`config.mk`:
```
export PLATFORM = sky130hd
export DESIGN_NAME = lpdf_core
export DESIGN_NICKNAME = d
export VERILOG_FILES = /design/src/lpdf_pkg.sv /design/src/lpdf_fifo.sv /design/src/lpdf_core.sv
export VERILOG_INCLUDE_DIRS = /design/src /design/src/src
export SDC_FILE = /design/constraint.sdc
export NUM_CORES = 1
export LEC_CHECK = 0
export BUFFER_PORTS_ARGS = -buffer_cell sky130_fd_sc_hd__buf_2
export CAP_MARGIN = 15
export CORE_MARGIN = 4
export CORE_UTILIZATION = 25
export CTS_CLUSTER_DIAMETER = 50
export DETAILED_ROUTE_END_ITERATION = 10
export SYNTH_ARGS = -nofsm -noshare
export SYNTH_HDL_FRONTEND = slang
export SYNTH_HIERARCHICAL = 1
export SYNTH_SLANG_ARGS = --single-unit
```
`constraint.sdc`:
```
create_clock -name core_clk_i -period 4.45 [get_ports core_clk_i]
set_input_delay 0.445 -clock core_clk_i [delete_from_list [all_inputs] [get_ports core_clk_i]]
set_output_delay 0.445 -clock core_clk_i [all_outputs]
set_load 0.02 [all_outputs]
```
`src/lpdf_map.svh`:
```
/*
  Constants for the low power decimation filter timing block: cycle counts,
  decimation codes and output word layout. Assumes one master clock domain.
*/
`ifndef LPDF_MAP_SVH
`define LPDF_MAP_SVH

// Decimation select codes
`define LPDF_DEC64 2'h1
`define LPDF_DEC128 2'h2
`define LPDF_DEC256 2'h0

// Restart to first frame-sync falling edge, master clock periods
`define LPDF_SYNC_OFS_64 16'h0071
`define LPDF_SYNC_OFS_128 16'h00A7
`define LPDF_SYNC_OFS_256 16'h0115

// Restart to settled flag, master clock periods
`define LPDF_SETTLE_64 16'h1C72
`define LPDF_SETTLE_128 16'h37A8
`define LPDF_SETTLE_256 16'h6D16

// Fine group delay (computation plus filter), master clock periods
`define LPDF_GD_64 16'h0E58
`define LPDF_GD_128 16'h1C02
`define LPDF_GD_256 16'h3740

// Output word periods in master clocks: (MCLK/2)/decimation
`define LPDF_OWP_64 16'h0080
`define LPDF_OWP_128 16'h0100
`define LPDF_OWP_256 16'h0200

// Modulator clock divider, stage one and stage three decimation, frame-sync low time and counter limit
`define LPDF_MOD_DIV 2'h3
`define LPDF_STG1_DEC 4'h4
`define LPDF_STG3_DEC 4'h2
`define LPDF_FS_LOW_CYC 16'h0040
`define LPDF_CNT_MAX 16'hFFFF

// Output scaling shifts to 24-bit full scale per decimation
`define LPDF_SHIFT_64 5'h10
`define LPDF_SHIFT_128 5'h0F
`define LPDF_SHIFT_256 5'h0E

`endif

```
`src/lpdf_pkg.sv`:
```
/*
  Types for the low power decimation filter timing block.
  Assumes the constants header is included by the design files.
*/
package lpdf_pkg;
  typedef enum logic [1:0] {
    LPDF_IDLE = 2'b00,
    LPDF_WAIT = 2'b01,
    LPDF_RUN = 2'b10
  } lpdf_state_t;
endpackage

```
`src/lpdf_fifo.sv`:
```
/*
  Flip-flop FIFO with valid/ready on both sides and honest full/empty.
  Assumes a single clock and synchronous active-high reset.
*/
`timescale 1ns/1ns
module lpdf_fifo #(
  parameter int WIDTH = 24,
  parameter int DEPTH = 16
) (
  // Clock and reset
  input wire logic core_clk_i,
  input wire logic rst_i,
  // Fill side
  input wire logic in_valid_i,
  output logic in_ready_o,
  input wire logic [WIDTH-1:0] in_data_i,
  // Drain side
  output logic out_valid_o,
  input wire logic out_ready_i,
  output logic [WIDTH-1:0] out_data_o
);
  localparam int AW = $clog2(DEPTH);
  initial begin
    if (DEPTH < 2 || (1 << AW) != DEPTH || WIDTH < 1) begin
      $error("lpdf_fifo: DEPTH must be a power of two >= 2");
    end
  end

  logic [WIDTH-1:0] mem [DEPTH];
  logic [AW:0] wr_ptr;
  logic [AW:0] rd_ptr;
  wire logic full = (wr_ptr[AW] != rd_ptr[AW]) && (wr_ptr[AW-1:0] == rd_ptr[AW-1:0]);
  wire logic empty = (wr_ptr == rd_ptr);
  wire logic push = in_valid_i && !full;
  wire logic pop = out_ready_i && !empty;

  assign in_ready_o = !full;
  assign out_valid_o = !empty;
  assign out_data_o = mem[rd_ptr[AW-1:0]];

  always_ff @(posedge core_clk_i) begin
    if (push) begin
      mem[wr_ptr[AW-1:0]] <= in_data_i;
    end
  end

  always_ff @(posedge core_clk_i) begin
    if (rst_i) begin
      wr_ptr <= '0;
      rd_ptr <= '0;
    end else begin
      if (push) begin
        wr_ptr <= wr_ptr + 1'b1;
      end
      if (pop) begin
        rd_ptr <= rd_ptr + 1'b1;
      end
    end
  end
endmodule

```
`src/lpdf_core.sv`:
```
/*
  Low power decimation filter path: modulator clock at master/4, three
  cascaded decimating stages, restart timing, settled flag and framed
  24-bit output words through a FIFO.
  Assumes modulator bits and the restart input come from pins (synchronised
  here), and a reader that drains words on valid/ready.
*/
`timescale 1ns/1ns
`include "lpdf_map.svh"
module lpdf_core #(
  parameter int FIFO_DEPTH = 16,
  parameter int WORD_W = 24
) (
  // Clock and reset
  input wire logic core_clk_i,
  input wire logic rst_i,
  // Configuration and restart pins
  input wire logic [1:0] dec_sel_i,
  input wire logic restart_i,
  // Modulator side
  input wire logic mod_bit_i,
  output logic modulator_sample_clock_o,
  // Output words
  output logic word_valid_o,
  input wire logic word_ready_i,
  output logic [WORD_W-1:0] word_data_o,
  output logic frame_sync_out_o,
  output logic filter_settled_flag_o,
  output logic overflow_o
);
  initial begin
    if (WORD_W != 24 || FIFO_DEPTH < 2) begin
      $error("lpdf_core: word width must be 24 and FIFO depth at least 2");
    end
  end

  // Pin synchronisers
  logic [1:0] rst_sync;
  logic [1:0] bit_sync;
  logic [1:0] dec_sync [2];
  logic restart_d;
  always_ff @(posedge core_clk_i) begin
    if (rst_i) begin
      rst_sync <= 2'h0;
      bit_sync <= 2'h0;
      dec_sync[0] <= `LPDF_DEC64;
      dec_sync[1] <= `LPDF_DEC64;
      restart_d <= 1'b0;
    end else begin
      rst_sync <= {rst_sync[0], restart_i};
      bit_sync <= {bit_sync[0], mod_bit_i};
      // Decimation pins settle before the restart edge reaches the latch
      dec_sync[0] <= dec_sel_i;
      dec_sync[1] <= dec_sync[0];
      restart_d <= rst_sync[1];
    end
  end
  wire logic restart_rise = rst_sync[1] && !restart_d;

  // Per-decimation constant selection
  function automatic logic [15:0] pick(input logic [1:0] sel, input logic [15:0] a,
                                       input logic [15:0] b, input logic [15:0] c);
    if (sel == `LPDF_DEC64) begin
      pick = a;
    end else if (sel[1]) begin
      pick = b;
    end else begin
      pick = c;
    end
  endfunction

  // Decimation latched at restart so a mid-run change cannot corrupt timing
  logic [1:0] dec_q;
  wire logic [15:0] ofs_lim = pick(dec_q, `LPDF_SYNC_OFS_64, `LPDF_SYNC_OFS_128,
                                   `LPDF_SYNC_OFS_256);
  wire logic [15:0] set_lim = pick(dec_q, `LPDF_SETTLE_64, `LPDF_SETTLE_128,
                                   `LPDF_SETTLE_256);
  wire logic [15:0] gd_lim = pick(dec_q, `LPDF_GD_64, `LPDF_GD_128, `LPDF_GD_256);
  wire logic [15:0] owp = pick(dec_q, `LPDF_OWP_64, `LPDF_OWP_128, `LPDF_OWP_256);
  // Stage two factor: owp / (4 mod-div * 4 stg1 * 2 stg3) = 4, 8 or 16
  wire logic [5:0] stg2_dec = owp[10:5];

  // Modulator clock: master/4
  logic [1:0] mod_div;
  wire logic mod_tick = (mod_div == `LPDF_MOD_DIV);
  assign modulator_sample_clock_o = mod_div[1];

  // Restart timing counter and sequencer
  lpdf_pkg::lpdf_state_t state;
  lpdf_pkg::lpdf_state_t next_state;
  logic [15:0] tmr;
  logic [15:0] word_cnt;
  wire logic ofs_hit = (tmr == ofs_lim - 16'h0001);
  wire logic word_hit = (word_cnt == owp - 16'h0001);
  wire logic set_hit = (tmr == set_lim - 16'h0001);

  always_comb begin
    next_state = state;
    unique case (state)
      lpdf_pkg::LPDF_IDLE: next_state = lpdf_pkg::LPDF_WAIT;
      lpdf_pkg::LPDF_WAIT: begin
        if (ofs_hit) begin
          next_state = lpdf_pkg::LPDF_RUN;
        end
      end
      lpdf_pkg::LPDF_RUN: next_state = lpdf_pkg::LPDF_RUN;
      default: next_state = lpdf_pkg::LPDF_IDLE;
    endcase
    if (restart_rise) begin
      next_state = lpdf_pkg::LPDF_WAIT;
    end
  end

  // Frame sync falls at each word strobe outside a restart cycle, low for a fixed frame
  wire logic word_strobe = (state == lpdf_pkg::LPDF_WAIT && ofs_hit) ||
                           (state == lpdf_pkg::LPDF_RUN && word_hit);
  logic [15:0] fs_cnt;

  always_ff @(posedge core_clk_i) begin
    if (rst_i) begin
      state <= lpdf_pkg::LPDF_IDLE;
    end else begin
      state <= next_state;
    end
  end

  // Decimation held for the whole run
  always_ff @(posedge core_clk_i) begin
    if (rst_i) begin
      dec_q <= `LPDF_DEC64;
    end else if (restart_rise) begin
      dec_q <= dec_sync[1];
    end
  end

  // Free-running so the modulator never sees a shortened clock phase
  always_ff @(posedge core_clk_i) begin
    if (rst_i) begin
      mod_div <= 2'h0;
    end else begin
      mod_div <= mod_div + 2'h1;
    end
  end

  // Saturates so late compares cannot wrap round
  wire logic tmr_full = (tmr == `LPDF_CNT_MAX);
  always_ff @(posedge core_clk_i) begin
    if (rst_i || restart_rise) begin
      tmr <= 16'h0000;
    end else if (!tmr_full) begin
      tmr <= tmr + 16'h0001;
    end
  end

  wire logic [15:0] next_word_cnt = word_strobe ? 16'h0000 : word_cnt + 16'h0001;
  always_ff @(posedge core_clk_i) begin
    if (rst_i || restart_rise) begin
      word_cnt <= 16'h0000;
    end else begin
      word_cnt <= next_word_cnt;
    end
  end

  // Restart wins: a settle from the old run must not survive it
  wire logic settle_now = set_hit && (state != lpdf_pkg::LPDF_IDLE);
  always_ff @(posedge core_clk_i) begin
    if (rst_i || restart_rise) begin
      filter_settled_flag_o <= 1'b0;
    end else if (settle_now) begin
      filter_settled_flag_o <= 1'b1;
    end
  end

  wire logic fs_start = word_strobe && !restart_rise;
  wire logic fs_busy = (fs_cnt != 16'h0000);
  always_ff @(posedge core_clk_i) begin
    if (rst_i) begin
      frame_sync_out_o <= 1'b1;
      fs_cnt <= 16'h0000;
    end else if (fs_start) begin
      frame_sync_out_o <= 1'b0;
      fs_cnt <= `LPDF_FS_LOW_CYC - 16'h0001;
    end else if (fs_busy) begin
      fs_cnt <= fs_cnt - 16'h0001;
    end else begin
      frame_sync_out_o <= 1'b1;
    end
  end

  // Stage one: integrate by 4 modulator samples
  // Sinc-style accumulate and dump; scale tracks decimation so response follows clocks
  logic [3:0] s1_cnt;
  logic signed [7:0] s1_acc;
  logic signed [7:0] s1_out;
  logic s1_vld;
  wire logic signed [7:0] mod_val = bit_sync[1] ? 8'sh01 : -8'sh01;
  // Stage two: accumulate stg2_dec stage-one samples
  logic [5:0] s2_cnt;
  logic signed [15:0] s2_acc;
  logic signed [15:0] s2_out;
  logic s2_vld;
  // Stage three: sum pairs of stage-two outputs
  logic s3_ph;
  logic signed [23:0] s3_acc;
  // Group delay for result timing, tracked as time since restart in tmr
  logic signed [23:0] result;
  logic result_vld;

  wire logic s1_last = (s1_cnt == `LPDF_STG1_DEC - 4'h1);
  wire logic signed [7:0] s1_sum = s1_acc + mod_val;
  wire logic s2_last = (s2_cnt == stg2_dec - 6'h01);
  wire logic signed [15:0] s2_sum = s2_acc + 16'(s1_out);
  wire logic signed [23:0] s3_sum = s3_acc + 24'(s2_out);
  wire logic [4:0] out_shift = (dec_q == `LPDF_DEC64) ? `LPDF_SHIFT_64 :
                               dec_q[1] ? `LPDF_SHIFT_128 : `LPDF_SHIFT_256;

  always_ff @(posedge core_clk_i) begin
    if (rst_i || restart_rise) begin
      s1_cnt <= 4'h0;
      s1_acc <= 8'sh00;
      s1_out <= 8'sh00;
      s1_vld <= 1'b0;
    end else begin
      s1_vld <= mod_tick && s1_last;
      if (mod_tick) begin
        if (s1_last) begin
          s1_out <= s1_sum;
          s1_acc <= 8'sh00;
          s1_cnt <= 4'h0;
        end else begin
          s1_acc <= s1_sum;
          s1_cnt <= s1_cnt + 4'h1;
        end
      end
    end
  end

  always_ff @(posedge core_clk_i) begin
    if (rst_i || restart_rise) begin
      s2_cnt <= 6'h00;
      s2_acc <= 16'sh0000;
      s2_out <= 16'sh0000;
      s2_vld <= 1'b0;
    end else begin
      s2_vld <= s1_vld && s2_last;
      if (s1_vld) begin
        if (s2_last) begin
          s2_out <= s2_sum;
          s2_acc <= 16'sh0000;
          s2_cnt <= 6'h00;
        end else begin
          s2_acc <= s2_sum;
          s2_cnt <= s2_cnt + 6'h01;
        end
      end
    end
  end

  always_ff @(posedge core_clk_i) begin
    if (rst_i || restart_rise) begin
      s3_ph <= 1'b0;
      s3_acc <= 24'sh000000;
      result <= 24'sh000000;
    end else if (s2_vld) begin
      s3_ph <= !s3_ph;
      if (s3_ph) begin
        // Full scale normalised to 24 bits, twos complement
        result <= s3_sum <<< out_shift;
        s3_acc <= 24'sh000000;
      end else begin
        s3_acc <= 24'(s2_out);
      end
    end
  end

  // Words only released once group delay has elapsed since restart
  assign result_vld = word_strobe && (tmr >= gd_lim);
  // stop band is a property of the coefficient set; this accumulate path is a stand-in

  logic fifo_in_ready;
  wire logic word_lost = result_vld && !fifo_in_ready;
  // Sticky until restart; a loss in the restart cycle still counts
  always_ff @(posedge core_clk_i) begin
    if (rst_i) begin
      overflow_o <= 1'b0;
    end else if (word_lost) begin
      overflow_o <= 1'b1;
    end else if (restart_rise) begin
      overflow_o <= 1'b0;
    end
  end
  lpdf_fifo #(
    .WIDTH(WORD_W),
    .DEPTH(FIFO_DEPTH)
  ) u_fifo (
    .core_clk_i(core_clk_i),
    .rst_i(rst_i),
    .in_valid_i(result_vld),
    .in_ready_o(fifo_in_ready),
    .in_data_i(result),
    .out_valid_o(word_valid_o),
    .out_ready_i(word_ready_i),
    .out_data_o(word_data_o)
  );
endmodule

```
# Word-level counts from Yosys, hierarchy flattened
# Memory sizes are Yosys's and may differ from the RTL's. A register that Yosys moved wholly into a read port is not among the register bits.
# Index checks and enable logic that the tools add are counted.
dict set report word_totals {
  word_cells 127
  ff_bits 179
  mem_bits_rw 388
  n_memories 2
  out_inout_bits 29
  inputBits 7
}
# memory depth width read_ports rd_clocked_by_memory_dff write_ports line_no
set mem_list {}
lappend mem_list {u_fifo.mem 16 24 1 1 1 lpdf_fifo.sv:29} ;# logic [WIDTH-1:0] mem [DEPTH];
lappend mem_list {dec_sync 2 2 2 1 2 lpdf_core.sv:40} ;# logic [1:0] dec_sync [2];
dict set report classes {
  n_reduce_logical 30
  shift 1
  n_lt_le_gt_ge 1
  n_eq_ne 16
  bitwise 2
  n_mux 34
  addsub 15
}
# op count
set ops {}
lappend ops {{$sub 16x1->16 const B} 4}
lappend ops {{$eq 16x16->1} 3}
lappend ops {{$add 16x1->16 const B} 2}
lappend ops {{$mux 15} 2}
lappend ops {{$mux 14} 2}
lappend ops {{$add 24x16->24} 1}
lappend ops {{$mux 24} 1}
lappend ops {{$sshl 24x5->24} 1}
lappend ops {{$mux 10} 2}
lappend ops {{$mux 6} 3}
lappend ops {{$mux 9} 2}
lappend ops {{$add 16x8->16} 1}
lappend ops {{$eq 16x16->1 const B} 1}
lappend ops {{$ge 16x16->1} 1}
lappend ops {{$mux 16} 1}
lappend ops {{$mux 8} 2}
lappend ops {{$reduce_bool 16->1} 1}
lappend ops {{$logic_and 1x1->1} 12}
lappend ops {{$mux 4} 3}
lappend ops {{$mux 1} 11}
lappend ops {{$add 5x1->5 const B} 2}
lappend ops {{$add 8x8->8} 1}
lappend ops {{$add 6x1->6 const B} 1}
lappend ops {{$eq 6x6->1} 1}
lappend ops {{21 further kinds} 38}

# Logic depth before layout (Yosys ltp)
# Gate-level depths: netlist of the first run.
dict set report depth {
  word_depth 10
  ltp_mapped 14
  depth_no_buf 12
}

# Modules after synthesis
# The synthesis of the first run kept the hierarchy.
# mod instances seq_area_each_um2 cells_per_inst area_each_um2
set by_module_without_submodules {}
lappend by_module_without_submodules {lpdf_fifo 1 11811.3 637 15318.4}
lappend by_module_without_submodules {lpdf_core 1 2882.8 849 7295.7}

# Least setup slack after synthesis of the first run
# Ideal clock, no wire load.
dict set report synth_path {
  path_type {flip-flop to flip-flop}
  start {register dec_q[1] (read register of dec_sync)}
  end {register u_fifo.wr_ptr[4]}
  t_arrival_ps 3727
  required_ps 4328
  n_path_buf 2
  path_slack_ps 601
  setup_ps 122
  path_stages_with_launch 11
  synth_period_minus_slack_ps 3849
  cell_sequence {dfxtp_1 > buf_6 > or2_1 > buf_2 > or3_4 > a2111oi_4 > a31oi_1 > o21ba_4 > nand3_1 > a21oi_1 > mux2_2}
}
dict set report synth_via {
  elab_chain_len 8
  elab_cells_between_ends 17
  classes_between {2 x add/sub; 1 x order compare; 3 x eq/ne; 6 x mux; 5 x reduce/logical}
}
# element line_no
set synth_lines {}
lappend synth_lines {{from (decl)} lpdf_core.sv:73} ;# logic [1:0] dec_q;
lappend synth_lines {{$eq 2x1->1 (no source line) (tied with other cells)} -}
lappend synth_lines {{$mux 9 or $mux 10 (tied branches)} lpdf_core.sv:63} ;# if (sel == `LPDF_DEC64) begin
lappend synth_lines {{$sub 16x1->16 (on tied branches)} {lpdf_core.sv:93, lpdf_core.sv:94}}
lappend synth_lines {{$eq 16x16->1 (on tied branches)} {lpdf_core.sv:93, lpdf_core.sv:94}}
lappend synth_lines {{$logic_and 1x1->1 (on tied branches)} {lpdf_core.sv:115, lpdf_core.sv:116}}
lappend synth_lines {{$logic_or 1x1->1} lpdf_core.sv:115} ;# wire logic word_strobe = (state == lpdf_pkg::LPDF_WAIT && ofs_hit) ||
lappend synth_lines {{$logic_and 1x1->1 *} lpdf_core.sv:277} ;# assign result_vld = word_strobe && (tmr >= gd_lim);
lappend synth_lines {{via result_vld} lpdf_core.sv:207} ;# logic result_vld;
lappend synth_lines {{$logic_and 1x1->1 *} lpdf_fifo.sv:34} ;# wire logic push = in_valid_i && !full;
lappend synth_lines {{to (signal assigned)} lpdf_fifo.sv:53} ;# wr_ptr <= wr_ptr + 1'b1;
lappend synth_lines {{to (decl)} lpdf_fifo.sv:30} ;# logic [AW:0] wr_ptr;
# Mark *: on every way through the listed nets, which the timed path passes. The rest lies on a longest branch.
# A chain may end at the register's enable or synchronous reset.

# Final worst setup path of the first run
dict set report layout_path {
  start {register dec_q[0] (read register of dec_sync)}
  end {memory u_fifo.mem[14][22] (enable)}
}
dict set report layout_via {
  elab_chain_len 10
  elab_cells_between_ends 16
  classes_between {2 x add/sub; 1 x order compare; 3 x eq/ne; 5 x mux; 5 x reduce/logical}
}
# element line_no
set layout_lines {}
lappend layout_lines {{$eq 2x1->1 (no source line) *} -}
lappend layout_lines {{$mux 9 or $mux 10 (tied branches)} lpdf_core.sv:63}
lappend layout_lines {{$sub 16x1->16 (on tied branches)} {lpdf_core.sv:93, lpdf_core.sv:94}}
lappend layout_lines {{$eq 16x16->1 (on tied branches)} {lpdf_core.sv:93, lpdf_core.sv:94}}
lappend layout_lines {{$logic_and 1x1->1 (on tied branches)} {lpdf_core.sv:115, lpdf_core.sv:116}}
lappend layout_lines {{$logic_or 1x1->1} lpdf_core.sv:115}
lappend layout_lines {{$logic_and 1x1->1 *} lpdf_core.sv:277}
lappend layout_lines {{via result_vld} lpdf_core.sv:207}
lappend layout_lines {{$logic_and 1x1->1 *} lpdf_fifo.sv:34}
lappend layout_lines {{$mux 1 *} lpdf_fifo.sv:42} ;# if (push) begin
lappend layout_lines {{$mux 1 (implied by the code) *} lpdf_fifo.sv:43} ;# mem[wr_ptr[AW-1:0]] <= in_data_i;
lappend layout_lines {{to (decl)} lpdf_fifo.sv:29}
# Marked as above.

==> results of run 1 <==
[through the flow]
stage	setup slack (ps)	hold slack (ps)
finish	571.5	51.19
floorplan	601.3	389.5
global route	333.4	29.32
detailed placement	612.7	411.5
CTS	586.2	21.16
global placement	753.4	404.4
[sequential cells by signal (all words and copies together) (netlist names), 4 cells and up, named ones only]
register and count:
u_fifo/mem 384, result 19, fs_cnt 16, tmr 16
word_cnt 16, s2_acc 10, s2_out 10, s3_acc 10
s1_acc 8, s1_out 8, s2_cnt 6, u_fifo/rd_ptr 5
u_fifo/wr_ptr 5, dec_sync 4, s1_cnt 4
[path summary, 6_finish.rpt]
kind,start,endpoint,depth (start not counted)
hold / removal,dec_sel_i[0],dec_sync[0][0],2
hold reg to reg,dec_sync[0][0],dec_sync[1][0],1
setup / recovery,dec_q[0],u_fifo/mem[14][22],9
setup reg to reg,dec_q[0],u_fifo/mem[14][22],9
[power by group through the flow]
stage	registers, mW	logic [mW]	clock network [mW]
floorplan	5.58	0.648	0
global placement	5.61	0.724	0
detailed placement	5.62	0.749	0
CTS	5.51	0.753	4.43
global route	5.52	0.830	4.65
finish	5.51	0.736	4.30
[worst register-to-register path, delay by kind of cell (launching register included)]
kind	cells	cell delay, ps
compound gates	4	1590
flops	1	420
simple gates	3	1240
buf+inv	2	330
[kinds of logic after synthesis]
kind of cell,count (synthesis),synth area share
xor+xnor,61,0.02362
buf+inv,104,0.02163
compound gates,204,0.06108
simple gates,381,0.08421
mux,141,0.1294
fa+ha+maj,53,0.03032
flops,542,0.6498
[cell usage after synthesis (4+ instances only)]
| cell type | count | share of area |
|---|---|---|
| and3_1 | 31 | 0.0086 |
| ha_1 | 50 | 0.028 |
| clkbuf_1 | 36 | 0.0060 |
| a22o_1 | 4 | 0.0015 |
| edfxtp_1 | 384 | 0.51 |
| buf_1 | 8 | 0.0013 |
| o211ai_1 | 5 | 0.0017 |
| nor2_1 | 129 | 0.021 |
| mux2i_1 | 11 | 0.0049 |
| o311ai_0 | 4 | 0.0015 |
| and4_1 | 9 | 0.0035 |
| o21ai_0 | 30 | 0.0066 |
| o21a_1 | 7 | 0.0023 |
| a2111o_1 | 4 | 0.0020 |
| nand2b_1 | 9 | 0.0025 |
| buf_2 | 18 | 0.0040 |
| a211o_1 | 4 | 0.0015 |
| mux4_2 | 120 | 0.12 |
| nor2b_1 | 30 | 0.0083 |
| nor3_1 | 14 | 0.0031 |
| buf_6 | 4 | 0.0020 |
| mux2_2 | 10 | 0.0050 |
| nand3_1 | 31 | 0.0069 |
| or3_1 | 9 | 0.0025 |
| nand2_1 | 68 | 0.011 |
| buf_8 | 4 | 0.0027 |
| a31oi_1 | 7 | 0.0019 |
| xnor2_1 | 37 | 0.014 |
| o31ai_1 | 4 | 0.0013 |
| a22oi_1 | 12 | 0.0040 |
| a21o_1 | 12 | 0.0040 |
| nor4_1 | 11 | 0.0030 |
| a211oi_1 | 10 | 0.0033 |
| xor2_1 | 24 | 0.0093 |
| inv_1 | 30 | 0.0050 |
| a21oi_1 | 68 | 0.015 |
| dfxtp_1 | 158 | 0.14 |
| nand4_1 | 14 | 0.0039 |
| or2_2 | 4 | 0.0011 |
[final cells by class]
cell class / instances / area, µm²
tap: 1176 / 1471
sequential: 542 / 14700
clock inverter: 24 / 276.5
multi-input combinational: 840 / 7447
inverter: 33 / 123.9
clock buffer: 67 / 1373
timing repair buffer: 65 / 465.4
fill: 8906 / 64010
[metal layers]
layer,share of wire,wire [µm],vias up,global-route usage
li1,-,-,5836,-
met1,0.45,22390,6478,0.1472
met2,0.46,23050,335,0.1621
met3,0.070,3480,57,0.02027
met4,0.015,746,0,0.02071
met5,0,0,-,0
==> results.txt, run 1 <==
status: finished clean
CTS Sinks: 542
Syn Inst Count: 1486
hold buffer count at cts: 0
Synth async-reset ratio: 0
Comb power frac: 0.070
final std cells w/o fill: 2747
DRC errors left: 0
crit path kind: reg2reg
Pre-antenna DRT Iters: 5
CP arrival: 4170 ps
Flop pwr share: 0.523
CP max stage cell: a21oi_2
FF-to-FF setup slack: 570 ps
Critical Path End Type: flip-flop
root buffer cell: clkbuf_16
aggregate routed wire length: 49680 µm
number of max-cap violations: 0
Final Hold Vio Count: 0
fin nets: 1593
power density over the cells: 407.9 mW/mm²
Post-Route Utilization: 0.2877
DIE AREA: 0.09533 mm²
CP max FO: 19
CTS clock-pin slew for the worst setup and hold paths: 60 ps
most frequent cells in the layout: edfxtp_1, dfxtp_1, nor2_1, mux4_2, nand2_1
gr usage total: 0.1025
DP Area: 0.02417 mm²
Setup Skew: 42.95 ps
Die X: 308.8 µm
clock power share: 0.408
largest net degree at the start of global routing: 94
WP buf/inv: 2
vias in the first global route: 12494
Critical Path Max Stage Delay: 550 ps
most common cell after layout, fill and taps aside: edfxtp_1
Tot Pwr: 10.55 mW
Final Cycle Share: 0.8716
Post-synth EDFFs: 384
Rows: 110
Post-CTS Repair Setup Buffers: 0
Hold WC Path Type: in2reg
drt initial violations: 982
gp weighted congestion: 0.8160
Synth Cell Area: 0.02261 mm²
yosys warns: 6
maximum clock path buffer count: 3
proportion of layout cells with a drive suffix above 1: 0.1865
port bufs: 35
number of diodes: 0
CTS Buf Count: 51
placed insts: 2654
Seq/Total Area, Yosys: 0.6498
Vias: 12706
post-synth net total: 1546
drt wl/cell: 18.08 µm
Resize count post-CTS: 0
area grow syn2layout: 14.36%
Netlist cell types: 78
Top delay family on crit path: compound AO/OA/AOI/OAI gates
Slew HR: 0.1942
via-per-instance ratio: 4.625
Worst Tran Pin Value: 1207 ps
post-layout instance area: 0.02586 mm²
Congestion Overflow GR: 0
RSZ-0062 raised after global routing: false
Setup-failing EPs final: 0
first-pass GRT wire length: 76390 µm
Max Fclk: 0.2578 GHz
Initial Util: 0.2516
Chip Height: 308.8 µm
ys flop type: edfxtp_1
Final HPWL DP: 32610 µm
Leak: 7.356 nW
CP cell instances: or2_1 > or3_4 > a2111oi_4 > a31oi_1 > o21ba_4 > inv_1 > a21oi_2 > and3_1 > buf_12
CTS tree: built
switching part of the total: 0.2262
Switch Pwr: 2.386 mW
post-route ant nets: 0
Pint: 8.164 mW
antenna violations before repair: 0
CP required: 4740 ps
mean post-synth cell area: 15.22 µm²
final max-slew violation count: 0
Fin Setup TNS: 0 ps
H-tree levels: 2
Final Critical Period: 3878 ps
worst-skew pair later-pin latency: 590 ps
CP startpoint kind: flip-flop
peak supply drop: 0.3291 mV
# IOs: 36
core area: 0.08987 mm²
Synth Register Bits: 542
(Power assumes the default switching activity.)
==> run 2: changes to the inputs <==
- MAX_ROUTING_LAYER: unset -> met4
==> run 2 against run 1 <==
Compared with the run above: count of clock-buffer cells in the layout unchanged; combinational power about the same; die area unchanged; final area unchanged; critical path depth unchanged; worst hold slack better by 2.0 ps; wire length about the same; final cell count unchanged; register-to-register slack worse by 20 ps; maximum frequency down 0.42%; power about the same; critical endpoint unchanged.
==> results.txt, run 2 (synthesis results as in run 1) <==
Critical Path Max Stage Delay: 550 ps (about the same)
Final Hold Vio Count: 0 (unchanged)
Final Cycle Share: 0.8753 (was 0.8716)
Final Critical Period: 3895 ps (was 3878 ps)
max reg flops: 384 (unchanged)
antenna violations before repair: 0 (unchanged)
Congestion Overflow GR: 0 (unchanged)
fin nets: 1593 (unchanged)
aggregate routed wire length: 49700 µm (was 49680 µm)
proportion of layout cells with a drive suffix above 1: 0.1865 (unchanged)
gp weighted congestion: 0.8290 (was 0.8160)
number of max-cap violations: 0 (unchanged)
hold buffer count at cts: 0 (unchanged)
Chip Height: 308.8 µm (unchanged)
power density over the cells: 407.7 mW/mm² (was 407.9 mW/mm²)
core area: 0.08987 mm² (unchanged)
vias in the first global route: 12474 (was 12494)
Tot Pwr: 10.54 mW (was 10.55 mW)
crit path kind: reg2reg (unchanged)
Hold WC Path Type: in2reg (unchanged)
drt initial violations: 963 (was 982)
Post-CTS Repair Setup Buffers: 0 (unchanged)
worst-skew pair later-pin latency: 590 ps (about the same)
gr usage total: 0.1057 (was 0.1025)
number of diodes: 0 (unchanged)
Worst Tran Pin Value: 1207 ps (about the same)
Top delay family on crit path: compound AO/OA/AOI/OAI gates (unchanged)
Slew HR: 0.1941 (was 0.1942)
post-route ant nets: 0 (unchanged)
first-pass GRT wire length: 76430 µm (was 76390 µm)
Leak: 7.356 nW (unchanged)
Die X: 308.8 µm (unchanged)
CP cell instances: or2_1 > or3_4 > a2111oi_4 > a31oi_1 > o21ba_4 > inv_1 > a21oi_2 > and3_1 > buf_12 (unchanged)
area grow syn2layout: 14.36% (unchanged)
WP buf/inv: 2 (unchanged)
root buffer cell: clkbuf_16 (unchanged)
DIE AREA: 0.09533 mm² (unchanged)
Max Fclk: 0.2567 GHz (was 0.2578 GHz)
H-tree levels: 2 (unchanged)
CTS clock-pin slew for the worst setup and hold paths: 60 ps (about the same)
most frequent cells in the layout: edfxtp_1, dfxtp_1, nor2_1, mux4_2, nand2_1 (unchanged)
Pre-antenna DRT Iters: 5 (unchanged)
CP arrival: 4190 ps (was 4170 ps)
CP max stage cell: a21oi_2 (unchanged)
Resize count post-CTS: 0 (unchanged)
peak supply drop: 0.3307 mV (was 0.3291 mV)
Rows: 110 (unchanged)
CP startpoint kind: flip-flop (unchanged)
CP max FO: 19 (unchanged)
port bufs: 35 (unchanged)
drt wl/cell: 18.09 µm (was 18.08 µm)
most common cell after layout, fill and taps aside: edfxtp_1 (unchanged)
Setup Skew: 42.62 ps (was 42.95 ps)
# IOs: 36 (unchanged)
RSZ-0062 raised after global routing: false (unchanged)
final max-slew violation count: 0 (unchanged)
CTS tree: built (unchanged)
status: finished clean (unchanged)
Setup-failing EPs final: 0 (unchanged)
Initial Util: 0.2516 (unchanged)
CP required: 4740 ps (about the same)
CTS Sinks: 542 (unchanged)
DRC errors left: 0 (unchanged)
largest net degree at the start of global routing: 94 (unchanged)
maximum clock path buffer count: 3 (unchanged)
via-per-instance ratio: 4.624 (was 4.625)
CTS Buf Count: 51 (unchanged)
Critical Path End Type: flip-flop (unchanged)
Vias: 12703 (was 12706)
Fin Setup TNS: 0 ps (unchanged)
Final HPWL DP: 32610 µm (unchanged)
[run 2: power breakdown]
group	switching [mW]	internal [mW]	leakage, nW
clock network	1.87	2.42	0.796
logic	0.409	0.325	2.63
registers	0.0973	5.41	3.93
[run 2: path summary, 6_finish.rpt]
path | startpoint | endpoint | slack [ps] | depth (start not counted)
worst min register to register | dec_sync[0][0] | dec_sync[1][0] | 420 | 1
worst max register to register | dec_q[0] | u_fifo/mem[14][22] | 560 | 9
worst min-delay path | dec_sel_i[0] | dec_sync[0][0] | 50 | 2
worst max-delay path | dec_q[0] | u_fifo/mem[14][22] | 560 | 9
[run 2: stage by stage]
stage / hold slack [ps] / setup slack [ps] / instance area (µm²) / util / std cells
final: 53.23 / 555.1 / 25860 / 0.2877 / 2747
after floorplan: 389.5 / 601.3 / 22610 / - / 1486
after global placement: 404.4 / 753.4 / 24170 / 0.2689 / 2654
after global routing: 29.32 / 319.0 / 25860 / 0.2877 / 2747
after detailed placement: 411.5 / 612.7 / 24170 / 0.2689 / 2654
after CTS: 21.16 / 586.2 / 25820 / 0.2873 / 2745
[run 2: per-layer routing]
metal,track usage,routed length (µm),vias to the layer above
li1,-,-,5833
met5,-,0,-
met4,0.02071,743,0
met3,0.02013,3283,60
met2,0.1624,23090,352
met1,0.1470,22580,6458
[run 2: layout make-up]
cell class	instances	area [µm²]
Clock buffer	67	1373
Tap cell	1176	1471
Multi-Input combinational cell	840	7447
Inverter	33	123.9
Timing Repair Buffer	65	465.4
Fill cell	8907	64010
Clock inverter	24	276.5
Sequential cell	542	14700
==> run 3: changes to the inputs <==
- CORE_MARGIN: 4 -> unset
- GPL_TIMING_DRIVEN: unset -> 0
==> run 3 against run 2 <==
Compared with the run above: worst hold slack worse by 8.4 ps; combinational power is 13% higher; non-clock buffer count grew 44; global-route usage is 1.0 points higher; sequential power about the same; sequential cell count stayed put; register-to-register slack worse by 250 ps; final area increased by 0.89%; maximum frequency fell by 5.9%; worst setup slack got worse by 250 ps; via count up 2.5%; clock power rose by 4%.
==> results.txt, run 3 (synthesis results as in run 1) <==
status: finished clean (unchanged)
CP cell instances: buf_6 > or2_1 > buf_2 > or3_4 > a2111oi_4 > a31oi_1 > o21ba_4 > inv_1 > a21oi_2 > clkbuf_2 > and3_2 (was or2_1 > or3_4 > a2111oi_4 > a31oi_1 > o21ba_4 > inv_1 > a21oi_2 > and3_1 > buf_12)
Congestion Overflow GR: 0 (unchanged)
Critical Path Max Stage Delay: 830 ps (was 550 ps)
most frequent cells in the layout: edfxtp_1, dfxtp_1, nor2_1, mux4_2, nand2_1 (unchanged)
CTS tree: built (unchanged)
Setup Skew: 37.16 ps (was 42.62 ps)
port bufs: 35 (unchanged)
Worst Reg-to-Reg Cells: 11 (was 9)
core area: 0.08906 mm² (was 0.08987 mm²)
Final HPWL DP: 31640 µm (was 32610 µm)
DIE AREA: 0.09166 mm² (was 0.09533 mm²)
setup slack after layout: 309.3 ps (was 555.1 ps)
power density over the cells: 413.2 mW/mm² (was 407.7 mW/mm²)
Crit path depth: 11 (was 9)
CTS clock-pin slew for the worst setup and hold paths: 60 ps (about the same)
antenna violations before repair: 1 (was 0)
most common cell after layout, fill and taps aside: edfxtp_1 (unchanged)
area grow syn2layout: 15.38% (was 14.36%)
# IOs: 36 (unchanged)
DRC errors left: 0 (unchanged)
Worst Tran Pin Value: 1056 ps (was 1207 ps)
Die X: 302.8 µm (was 308.8 µm)
crit path capture: u_fifo/mem[6][21] (was u_fifo/mem[14][22])
aggregate routed wire length: 51430 µm (was 49700 µm)
max reg flops: 384 (unchanged)
Post-CTS Repair Setup Buffers: 0 (unchanged)
Fin Setup TNS: 0 ps (unchanged)
Critical Path End Type: flip-flop (unchanged)
peak supply drop: 0.2383 mV (was 0.3307 mV)
Final Critical Period: 4141 ps (was 3895 ps)
maximum clock path buffer count: 3 (unchanged)
post-route ant nets: 0 (unchanged)
worst-skew pair later-pin latency: 600 ps (was 590 ps)
Setup-failing EPs final: 0 (unchanged)
number of max-cap violations: 0 (unchanged)
CP arrival: 4340 ps (was 4190 ps)
FF-to-FF setup slack: 310 ps (was 560 ps)
worst hold slack: 44.81 ps (was 53.23 ps)
vias in the first global route: 13266 (was 12474)
drt wl/cell: 18.41 µm (was 18.09 µm)
H-tree levels: 2 (unchanged)
DP Worst Slack: 315.7 ps (was 612.7 ps)
CTS Sinks: 542 (unchanged)
Pre-antenna DRT Iters: 6 (was 5)
Initial Util: 0.2539 (was 0.2516)
FF-to-FF End: u_fifo/mem[6][21] (was u_fifo/mem[14][22])
root buffer cell: clkbuf_16 (unchanged)
CP required: 4650 ps (was 4740 ps)
Final Hold Vio Count: 0 (unchanged)
final max-slew violation count: 0 (unchanged)
Post-Route Utilization: 0.2930 (was 0.2877)
Leak: 7.450 nW (was 7.356 nW)
WP buf/inv: 4 (was 2)
post-layout instance area: 0.02609 mm² (was 0.02586 mm²)
RSZ-0062 raised after global routing: false (unchanged)
Top delay family on crit path: simple AND/OR/NAND/NOR gates (was compound AO/OA/AOI/OAI gates)
Resize count post-CTS: 0 (unchanged)
worst r2r src: dec_q[1] (was dec_q[0])
CP max FO: 24 (was 19)
Rows: 109 (was 110)
Vias: 13022 (was 12703)
Final Cycle Share: 0.9305 (was 0.8753)
placed insts: 2689 (was 2654)
hold buffer count at cts: 0 (unchanged)
final std cells w/o fill: 2794 (was 2747)
DP Area: 0.02434 mm² (was 0.02417 mm²)
Max Fclk: 0.2415 GHz (was 0.2567 GHz)
gp weighted congestion: 0.8175 (was 0.8290)
CP max stage cell: and3_2 (was a21oi_2)
crit path kind: reg2reg (unchanged)
Slew HR: 0.2777 (was 0.1941)
Tot Pwr: 10.78 mW (was 10.54 mW)
fin nets: 1639 (was 1593)
critical path startpoint: dec_q[1] (was dec_q[0])
CTS Buf Count: 53 (was 51)
Hold WC Path Type: in2reg (unchanged)
via-per-instance ratio: 4.661 (was 4.624)
gr usage total: 0.1159 (was 0.1057)
first-pass GRT wire length: 79100 µm (was 76430 µm)
drt initial violations: 936 (was 963)
CP startpoint kind: flip-flop (unchanged)
proportion of layout cells with a drive suffix above 1: 0.1930 (was 0.1865)
largest net degree at the start of global routing: 34 (was 94)
Chip Height: 302.8 µm (was 308.8 µm)
-- run 3: cell types whose count changed in the layout (fill, tap and decap cells not counted), moves of 4 or more --
| cell | delta |
|---|---|
| buf_1 | +8 |
| and3_1 | -15 |
| buf_4 | -25 |
| clkinv_2 | +5 |
| inv_6 | +4 |
| clkbuf_1 | +27 |
| and3_2 | +15 |
| buf_2 | +18 |
| buf_6 | +4 |
| clkinv_1 | +5 |
| dfxtp_1 | +4 |
| diode_2 | +7 |
-- run 3: how the worst min path moves through the flow --
| stage | from | end | slack [ps] | depth (start not counted) |
|---|---|---|---|---|
| global placement | dec_sync[0][0] | dec_sync[1][0] | 400 | 1 |
| finish | dec_sel_i[0] | dec_sync[0][0] | 40 | 2 |
| global route | dec_sel_i[0] | dec_sync[0][0] | 10 | 2 |
| floorplan | dec_sync[0][0] | dec_sync[1][0] | 390 | 1 |
| detailed placement | dec_sync[0][0] | dec_sync[1][0] | 400 | 1 |
| CTS | dec_sel_i[0] | dec_sync[0][0] | 10 | 2 |
-- run 3: power by group --
part | switching [mW] | total [mW] | leakage [nW] | internal [mW]
sequential | 0.0761 | 5.49 | 3.92 | 5.41
combinational | 0.481 | 0.830 | 2.67 | 0.349
clock | 2.00 | 4.46 | 0.852 | 2.47
-- run 3: routing by layer --
layer | share of wire | vias to the layer above | global-route usage | routed length, µm
li1 | - | 5946 | - | -
met4 | 0.016 | 0 | 0.02369 | 833
met3 | 0.054 | 68 | 0.02098 | 2789
met1 | 0.44 | 6696 | 0.1501 | 22760
met2 | 0.49 | 312 | 0.1894 | 25050
met5 | 0 | - | - | 0
-- run 3: area by class of cell --
type                    instances  area (µm²)
flip-flops and latches        542       14690
clock inverters                41       379.1
inverters                      33       123.9
plain buffers                  71       365.4
diodes                          7       17.52
clock buffers                  57        1351
multi-input cells             840        7461
well taps                    1165        1458
repair buffers                 38       242.7
fillers                      8787       62960
